## config.mk

```make
export PLATFORM = sky130hd
export DESIGN_NAME = lsa_alu
export DESIGN_NICKNAME = d
export VERILOG_FILES = /design/src/rtl/lsa_alu.v /design/src/rtl/lsa_cond_check.v /design/src/rtl/lsa_sub_unit.v
export VERILOG_INCLUDE_DIRS = /design/src /design/src/common
export SDC_FILE = /design/constraint.sdc
export NUM_CORES = 1
export LEC_CHECK = 0
export BUFFER_PORTS_ARGS = -buffer_cell sky130_fd_sc_hd__buf_2
export CORE_ASPECT_RATIO = 1.75
export CORE_MARGIN = 2
export CORE_UTILIZATION = 40
export DETAILED_ROUTE_END_ITERATION = 8
export GPL_ROUTABILITY_DRIVEN = 0
export MAX_ROUTING_LAYER = met4
export PLACE_DENSITY = 0.68
export SLEW_MARGIN = 10
export SYNTH_ARGS = -nofsm -noshare
export SYNTH_HDL_FRONTEND = slang
export SYNTH_SLANG_ARGS = --single-unit
```

## constraint.sdc

```tcl
create_clock -name clock_i -period 3.93 [get_ports clock_i]
set_input_delay 0.1965 -clock clock_i [delete_from_list [all_inputs] [get_ports clock_i]]
set_output_delay 0.1965 -clock clock_i [all_outputs]
set_load 0.03 [all_outputs]
```

## src/common/lsa_defines.vh

```
`ifndef LSA_DEFINES_VH
`define LSA_DEFINES_VH
// ----------------------------------------
// Instruction fields
// ----------------------------------------
`define LSA_COND_HI      31
`define LSA_COND_LO      28
`define LSA_CLASS_HI     27
`define LSA_CLASS_LO     26
`define LSA_IMM_BIT      25
`define LSA_OPC_HI       24
`define LSA_OPC_LO       21
`define LSA_SET_BIT      20
`define LSA_RN_HI        19
`define LSA_RN_LO        16
`define LSA_RD_HI        15
`define LSA_RD_LO        12
// ----------------------------------------
// Opcodes
// ----------------------------------------
`define LSA_OPC_MVN      4'hf
`define LSA_OPC_OR       4'hc
`define LSA_OPC_RSUB     4'h3
`define LSA_OPC_RSUBC    4'h7
`define LSA_OPC_SUBC     4'h6
// ----------------------------------------
// Status word layout and reset values
// ----------------------------------------
`define LSA_N_BIT        31
`define LSA_Z_BIT        30
`define LSA_C_BIT        29
`define LSA_V_BIT        28
`define LSA_PC_INDEX     4'hf
`define LSA_MODE_HI      4
`define LSA_MODE_LO      0
`define LSA_MODE_USER    5'h10
`define LSA_MODE_SYSTEM  5'h1f
`define LSA_STATUS_RESET 32'h000000d3
`define LSA_PC_RESET     32'h00000000
`endif

```

## src/rtl/lsa_alu.v

```verilog
// Design decision made here: the strobed register write port.
`timescale 1ns/100ps
`default_nettype none
`include "lsa_defines.vh"
// Summary of operation
// RQ1: Move-inverted writes one's complement of shifted operand to destination.
// RQ2: OR writes first operand OR shifted operand to destination.
// RQ3: Reverse subtract writes shifted operand minus first operand.
// RQ4: Reverse subtract with carry also subtracts inverse of carry.
// RQ5: Subtract with carry: first operand minus shifted minus inverse carry.
// RQ6: Failed condition changes no register and no flag.
// RQ7: Flag update with PC destination writes PC and restores saved status word.
// RQ8: No flag update with PC destination writes PC, flags untouched.
// RQ9: Software avoids the restoring form in user or system mode.
// RQ10: Flag update, non-PC destination: N from bit 31, Z on zero result.
// RQ11: Move-inverted with update takes carry from shifter, keeps overflow.
// RQ12: Subtracts with update: carry is not-borrow, overflow is signed overflow.
// RQ13: Bit 25 selects immediate or register shifted operand.
// RQ14: Opcodes 1111, 1100, 0011, 0111, 0110; bit 20 is flag update.
// RQ15: Encoder places zeros in bits 19..16 for move-inverted.
// RQ16: OR with update changes only N, Z and C, carry from shifter.
// RQ17: Condition bits 31..28, bits 27..26 zero, destination bits 15..12.
// RQ18: OR with update leaves overflow unchanged.
module lsa_alu #(
  parameter W = 32
) (
  // Clock and reset
  input  wire         clock_i,
  input  wire         rst_i,
  // Instruction issue
  input  wire         issue_i,
  input  wire [31:0]  instr_i,
  // Operands from register file and shifter
  input  wire [W-1:0] first_operand_register_i,
  input  wire [W-1:0] shift_imm_operand_i,
  input  wire         shift_imm_carry_i,
  input  wire [W-1:0] shift_reg_operand_i,
  input  wire         shift_reg_carry_i,
  // Saved status word of current mode
  input  wire [31:0]  saved_status_word_i,
  // Register file write port
  output reg          rd_we_o,
  output reg  [3:0]   rd_index_o,
  output reg  [W-1:0] rd_data_o,
  // Program counter and status
  output reg  [W-1:0] program_counter_o,
  output reg          pc_load_o,
  output reg  [31:0]  current_status_word_o,
  // Decode status
  output reg          executed_o,
  output reg          unpredictable_o
);
  // ----------------------------------------
  // Field decode
  // ----------------------------------------
  reg  [31:0] current_status_word_q;
  wire        c_flag   = current_status_word_q[`LSA_C_BIT];
  wire        v_flag   = current_status_word_q[`LSA_V_BIT];
  wire [3:0] cond     = instr_i[`LSA_COND_HI:`LSA_COND_LO];    // RQ17
  wire [1:0] klass    = instr_i[`LSA_CLASS_HI:`LSA_CLASS_LO];  // RQ17
  wire       imm_sel  = instr_i[`LSA_IMM_BIT];
  wire [3:0] opc      = instr_i[`LSA_OPC_HI:`LSA_OPC_LO];
  wire       set_fl   = instr_i[`LSA_SET_BIT];                 // RQ14
  wire [3:0] rd_idx   = instr_i[`LSA_RD_HI:`LSA_RD_LO];        // RQ17
  wire       dest_pc  = (rd_idx == `LSA_PC_INDEX);

  // Operation kind
  localparam [1:0] KIND_NONE = 2'h0;
  localparam [1:0] KIND_MVN  = 2'h1;
  localparam [1:0] KIND_OR   = 2'h2;
  localparam [1:0] KIND_SUB  = 2'h3;

  reg [1:0] kind;
  always @* begin
    case (opc)  // RQ14
      `LSA_OPC_MVN:   kind = KIND_MVN;
      `LSA_OPC_OR:    kind = KIND_OR;
      `LSA_OPC_RSUB:  kind = KIND_SUB;
      `LSA_OPC_RSUBC: kind = KIND_SUB;
      `LSA_OPC_SUBC:  kind = KIND_SUB;
      default:        kind = KIND_NONE;
    endcase
  end
  wire       known    = (klass == 2'b00) & (kind != KIND_NONE);  // RQ17

  // ----------------------------------------
  // Shifted operand select
  // ----------------------------------------
  reg [W-1:0] shop;
  reg         shcar;
  always @* begin
    if (imm_sel) begin
      shop  = shift_imm_operand_i;  // RQ13
      shcar = shift_imm_carry_i;
    end else begin
      shop  = shift_reg_operand_i;  // RQ13
      shcar = shift_reg_carry_i;
    end
  end

  // ----------------------------------------
  // Condition evaluation
  // ----------------------------------------
  wire [3:0] nzcv = current_status_word_q[`LSA_N_BIT:`LSA_V_BIT];
  wire       cpass;
  lsa_cond_check u_cond (
    .cond_i (cond),
    .nzcv_i (nzcv),
    .pass_o (cpass)
  );

  // ----------------------------------------
  // Subtractor
  // ----------------------------------------
  reg  [W-1:0] sub_a;
  reg  [W-1:0] sub_b;
  reg          sub_cin;
  // Operand order and carry-in per subtract variant
  always @* begin
    case (opc)
      `LSA_OPC_RSUB: begin
        sub_a   = shop;  // RQ3
        sub_b   = first_operand_register_i;
        sub_cin = 1'b1;
      end
      `LSA_OPC_RSUBC: begin
        sub_a   = shop;  // RQ4
        sub_b   = first_operand_register_i;
        sub_cin = c_flag;
      end
      `LSA_OPC_SUBC: begin
        sub_a   = first_operand_register_i;  // RQ5
        sub_b   = shop;
        sub_cin = c_flag;
      end
      default: begin
        sub_a   = first_operand_register_i;
        sub_b   = shop;
        sub_cin = 1'b1;
      end
    endcase
  end
  wire [W-1:0] diff;
  wire         no_borrow;
  wire         ovf;
  lsa_sub_unit #(
    .W (W)
  ) u_sub (
    .a_i         (sub_a),
    .b_i         (sub_b),
    .carry_i     (sub_cin),
    .diff_o      (diff),
    .no_borrow_o (no_borrow),
    .ovf_o       (ovf)
  );

  // ----------------------------------------
  // Result and flag computation
  // ----------------------------------------
  reg [W-1:0] result;
  reg         new_c;
  reg         new_v;
  always @* begin
    result = {W{1'b0}};
    new_c  = c_flag;
    new_v  = v_flag;
    case (kind)
      KIND_MVN: begin
        result = ~shop;  // RQ1
        new_c  = shcar;  // RQ11
        new_v  = v_flag;  // RQ11
      end
      KIND_OR: begin
        result = first_operand_register_i | shop;  // RQ2
        new_c  = shcar;  // RQ16
        new_v  = v_flag;  // RQ18
      end
      KIND_SUB: begin
        result = diff;  // RQ3 RQ4 RQ5
        new_c  = no_borrow;  // RQ12
        new_v  = ovf;  // RQ12
      end
      default: begin
        result = {W{1'b0}};
        new_c  = c_flag;
        new_v  = v_flag;
      end
    endcase
  end

  // ----------------------------------------
  // Issue qualification
  // ----------------------------------------
  wire        fire          = issue_i & known & cpass;  // RQ6
  wire        restore       = fire & set_fl & dest_pc;  // RQ7
  wire        flag_up       = fire & set_fl & ~dest_pc;  // RQ10
  wire [4:0]  mode          = current_status_word_q[`LSA_MODE_HI:`LSA_MODE_LO];
  wire        no_saved_word = (mode == `LSA_MODE_USER) | (mode == `LSA_MODE_SYSTEM);

  // ----------------------------------------
  // Next status word
  // ----------------------------------------
  reg         flag_n_d;
  reg         flag_z_d;
  reg         flag_c_d;
  reg         flag_v_d;
  reg  [31:0] status_d;
  always @* begin
    flag_n_d = current_status_word_q[`LSA_N_BIT];
    flag_z_d = current_status_word_q[`LSA_Z_BIT];
    flag_c_d = c_flag;
    flag_v_d = v_flag;
    if (flag_up) begin
      flag_n_d = result[W-1];  // RQ10
      flag_z_d = (result == {W{1'b0}});  // RQ10
      flag_c_d = new_c;
      flag_v_d = new_v;
    end
  end
  always @* begin
    status_d = current_status_word_q;  // RQ8
    // Restore replaces the whole word, mode included
    if (restore) begin
      status_d = saved_status_word_i;  // RQ7
    end else begin
      status_d[`LSA_N_BIT] = flag_n_d;
      status_d[`LSA_Z_BIT] = flag_z_d;
      status_d[`LSA_C_BIT] = flag_c_d;
      status_d[`LSA_V_BIT] = flag_v_d;
    end
  end

  // ----------------------------------------
  // Next strobes
  // ----------------------------------------
  reg rd_we_d;
  reg pc_load_d;
  reg executed_d;
  reg unpredictable_d;
  always @* begin
    rd_we_d         = 1'b0;
    pc_load_d       = 1'b0;
    executed_d      = 1'b0;
    unpredictable_d = 1'b0;
    if (fire) begin
      executed_d = 1'b1;
      if (dest_pc) begin
        pc_load_d = 1'b1;  // RQ7 RQ8
        // Restoring form in a mode with no saved word
        unpredictable_d = set_fl & no_saved_word;  // RQ9
      end else begin
        rd_we_d = 1'b1;
      end
    end
  end

  // ----------------------------------------
  // Status register
  // ----------------------------------------
  always @(posedge clock_i or posedge rst_i) begin
    if (rst_i) begin
      current_status_word_q <= `LSA_STATUS_RESET;
      current_status_word_o <= `LSA_STATUS_RESET;
    end else begin
      current_status_word_q <= status_d;  // RQ6
      current_status_word_o <= status_d;
    end
  end

  // ----------------------------------------
  // Strobe registers
  // ----------------------------------------
  always @(posedge clock_i or posedge rst_i) begin
    if (rst_i) begin
      rd_we_o         <= 1'b0;
      pc_load_o       <= 1'b0;
      executed_o      <= 1'b0;
      unpredictable_o <= 1'b0;
    end else begin
      rd_we_o         <= rd_we_d;  // RQ6
      pc_load_o       <= pc_load_d;
      executed_o      <= executed_d;
      unpredictable_o <= unpredictable_d;
    end
  end

  // ----------------------------------------
  // Register file write port
  // ----------------------------------------
  always @(posedge clock_i or posedge rst_i) begin
    if (rst_i) begin
      rd_index_o <= 4'h0;
      rd_data_o  <= {W{1'b0}};
    end else if (fire) begin
      rd_index_o <= rd_idx;
      rd_data_o  <= result;
    end
  end

  // ----------------------------------------
  // Program counter
  // ----------------------------------------
  always @(posedge clock_i or posedge rst_i) begin
    if (rst_i) begin
      program_counter_o <= `LSA_PC_RESET;
    end else if (restore | pc_load_d) begin
      program_counter_o <= result;  // RQ7 RQ8
    end
  end
endmodule // lsa_alu
`default_nettype wire

```

## src/rtl/lsa_cond_check.v

```verilog
`timescale 1ns/100ps
`default_nettype none
`include "lsa_defines.vh"
// ----------------------------------------
// Condition field against N Z C V
// ----------------------------------------
module lsa_cond_check (
  // Inputs
  input  wire [3:0] cond_i,
  input  wire [3:0] nzcv_i,
  // Output
  output reg        pass_o
);
  wire n = nzcv_i[3];
  wire z = nzcv_i[2];
  wire c = nzcv_i[1];
  wire v = nzcv_i[0];
  always @* begin
    case (cond_i)
      4'h0:    pass_o = z;
      4'h1:    pass_o = ~z;
      4'h2:    pass_o = c;
      4'h3:    pass_o = ~c;
      4'h4:    pass_o = n;
      4'h5:    pass_o = ~n;
      4'h6:    pass_o = v;
      4'h7:    pass_o = ~v;
      4'h8:    pass_o = c & ~z;
      4'h9:    pass_o = ~c | z;
      4'ha:    pass_o = (n == v);
      4'hb:    pass_o = (n != v);
      4'hc:    pass_o = ~z & (n == v);
      4'hd:    pass_o = z | (n != v);
      4'he:    pass_o = 1'b1;
      default: pass_o = 1'b0;
    endcase
  end
endmodule // lsa_cond_check
`default_nettype wire

```

## src/rtl/lsa_sub_unit.v

```verilog
`timescale 1ns/100ps
`default_nettype none
// ----------------------------------------
// a - b - not(carry) with flags
// ----------------------------------------
module lsa_sub_unit #(
  parameter W = 32
) (
  // Operands
  input  wire [W-1:0] a_i,
  input  wire [W-1:0] b_i,
  input  wire         carry_i,
  // Results
  output wire [W-1:0] diff_o,
  output wire         no_borrow_o,
  output wire         ovf_o
);
  wire [W:0] sum;
  // a + ~b + carry equals a - b - not(carry)
  assign sum         = {1'b0, a_i} + {1'b0, ~b_i} + {{W{1'b0}}, carry_i};
  assign diff_o      = sum[W-1:0];
  assign no_borrow_o = sum[W];
  assign ovf_o       = (a_i[W-1] != b_i[W-1]) && (diff_o[W-1] != a_i[W-1]);
endmodule // lsa_sub_unit
`default_nettype wire

```

==> impl_results.md <==
* Post-synth ARST share at 100%
* Hold Path Class: in2async
* I/O Pins at 269
* Post-synth EDFFs at 0
* Violation count after the first detailed-routing iteration at 540
* GRT Resource Usage Total at 24.4%
* Die W at 112 µm
* Initial antenna violation count at 1
* Clock Path Buffers at 2
* Pin count of the biggest net entering global routing at 81
* CTS-repair resized insts at 0
* RSZ-0062 raised after global routing: yes
* Drc violations at 0
* Port bufs at 252
* Worst EP required at 4.21 ns
* Setup slack after layout at 0.109 ns
* Worst Skew at 0.0131 ns
* DR pass1 iterations at 5
* HPWL after DPL at 21600 µm
* #FFs+latches synth at 104
* Htree depth at 3
* PwrDens at 328 mW/mm²
* Crit path time final at 3.82 ns
* FMAX at 262 MHz
* Filler cell count in the final layout at 1960
* Critical setup path kind: reg2reg
* Post-synth top flop: dfrtp_1
* CTS Hold Bufs at 0
* Clock-pin slew on the worst setup and hold paths at 0.08 ns
* Die height at 193 µm
* Synth cell types at 84
* Net Count, Synth at 1191
* Via count of the first global-routing pass at 8340
* Synth Instances at 988
* Max cap viols at 0
* CTS tree: built
* First-pass GRT wire length at 41300 µm
* Post-route ant nets at 0
* DR vias/cell at 5.56
* Die ar. at 0.0216 mm²
* Inserted Clock Buffers at 9
* Pleak at 0.00567 µW
* Layout net count at 1531
* Via count at 8793
* DP Area at 0.0106 mm²
* Clock Sinks at 104
* Initial Util at 40.4%
* Startpoint types: flop
* # setup viols final at 0
* Final Cycle Share at 97.2%
* Post-synthesis sequential area ratio at 31.9%
* Slew HR at 35.1%
* Worst reg-to-reg path cell count at 14
* CTS root buf: clkbuf_16
* Mapped cell area at 0.00817 mm²
* VDD IR max at 0.335 mV
* Area Overhead vs Synth at 33.2%
* Post-CTS setup buffer count at 0
* Syn avg cell area at 8.27 µm²
* Fraction of layout cells with a size suffix above 1 at 36.5%
* Hold_ws at 0.0312 ns
* Worst-Margin Slew at 0.973 ns
* Grt total ovfl at 0
* Crit path capture type: flop
* Post-DR wirelength/cell at 16.8 µm
* Final WL at 26500 µm
* Row cnt at 69
* Crit Path Max Fanout at 3
* Slew Viols, Final at 0
* Hold Vio Cnt, Final at 0
* Final Cell Area at 0.0109 mm²
* Skew-Pair Late Insertion Delay at 0.35 ns
* Ys Warns at 0
* Core Area at 0.0202 mm²
* Status: finished, final reports clean
* CP arrival at 4.10 ns
* Place WS at -0.170 ns
power breakdown:
| part | internal (µW) | switching (µW) |
|---|---|---|
| Sequential | 1140 | 47.8 |
| Combinational | 647 | 869 |
| Clock | 442 | 419 |
| Total | 2230 | 1340 |
placed cells by master (no fill, tap or decap), types with 8 or more instances in the layout:
cell / instances
buf_2: 252
nand2_1: 176
o21ai_0: 141
buf_4: 139
dfrtp_1: 99
a21oi_1: 59
mux2_2: 45
nor2_1: 39
ha_1: 36
mux2i_1: 35
nand2b_1: 31
inv_1: 22
nand4_1: 13
a22oi_1: 13
or3_1: 12
a21o_1: 10
nand3_1: 10
a211oi_1: 10
a31oi_1: 9
xnor2_1: 9
clkbuf_16: 9
nor3_1: 8
area by class of cell:
| type | instances | area, µm² | share of cell area (%) |
|---|---|---|---|
| Clock inverter | 7 | 65.1 | 0.598 |
| Inverter | 24 | 92.6 | 0.851 |
| Antenna cell | 1 | 2.50 | 0.0230 |
| Timing Repair Buffer | 394 | 2360 | 21.7 |
| Tap cell | 248 | 310 | 2.85 |
| Clock buffer | 9 | 225 | 2.07 |
| Sequential cell | 104 | 2610 | 24.0 |
| Multi-Input combinational cell | 795 | 5210 | 47.9 |
metrics by stage:
step                TNS (ns)  total power [µW]  util (%)  instances
finish                     0              3570      53.8       1582
global route         -0.0210              3780      53.8       1582
CTS                        0              3580      53.7       1581
detailed placement    -0.170              2710      52.2       1565
global placement      -0.146              2690      52.2       1565
floorplan                  0              2120         -        988
state kept, by name, summed over array words and instances, names as in the netlist:
register,cells
current_status_word_q,32
executed_o,1
pc_load_o,1
program_counter_o,32
rd_data_o,32
rd_index_o,4
rd_we_o,1
unpredictable_o,1
cells in the mapped netlist (all sizes together) (12+ instances only):
library cell / instances / share of area, %
mux2i: 35 / 4.3
ha: 36 / 5.5
nand2: 177 / 8.1
clkbuf: 42 / 2.0
a21oi: 59 / 3.6
or3: 12 / 0.92
mux2: 45 / 6.2
buf: 23 / 1.8
nand4: 13 / 1.0
nand2b: 31 / 2.4
inv: 24 / 1.1
a22oi: 13 / 1.2
nor2: 39 / 1.8
o21ai: 146 / 8.9
dfrtp: 99 / 30
routing by layer:
layer	track usage, %	vias to the layer above	wire length (µm)
met4	12.6	0	1400
li1	-	4267	-
met5	-	-	0
met3	2.00	79	1500
met1	26.4	4105	9720
met2	44.7	342	13900
logic make-up after synthesis:
logic type / after synthesis / synth area share, %
simple gates: 342 / 20.5
compound gates: 320 / 24.6
flops: 104 / 31.9
buf+inv: 89 / 4.90
mux: 80 / 10.5
fa+ha+maj: 39 / 6.13
xor+xnor: 14 / 1.50
final timing paths:
check,start,endpoint,slack (ns)
worst max-delay path,current_status_word_q[29],current_status_word_q[30],0.11
worst min-delay path,rst_i,rd_index_o[0],0.03
worst max register to register,current_status_word_q[29],current_status_word_q[30],0.11
worst min register to register,rd_data_o[20],rd_data_o[20],0.47
max in group asynchronous,rst_i,current_status_word_q[6],2.91
min in group clock_i,saved_status_word_i[27],current_status_word_q[27],0.08
critical path, cell delays in order, from the launching register on:
cell and delay [ns]:
dfrtp_1 0.41, nand3b_1 0.20, fa_2 0.39, fa_2 0.38, a211oi_4 0.31, o21a_4 0.20, xnor2_1 0.07, a222oi_1 0.44
nor2_1 0.16, nor4bb_2 0.36, buf_4 0.17, nand4_1 0.08, and4bb_1 0.29, and4b_1 0.19, a31o_1 0.14
Power figures use the tool's default switching activity.
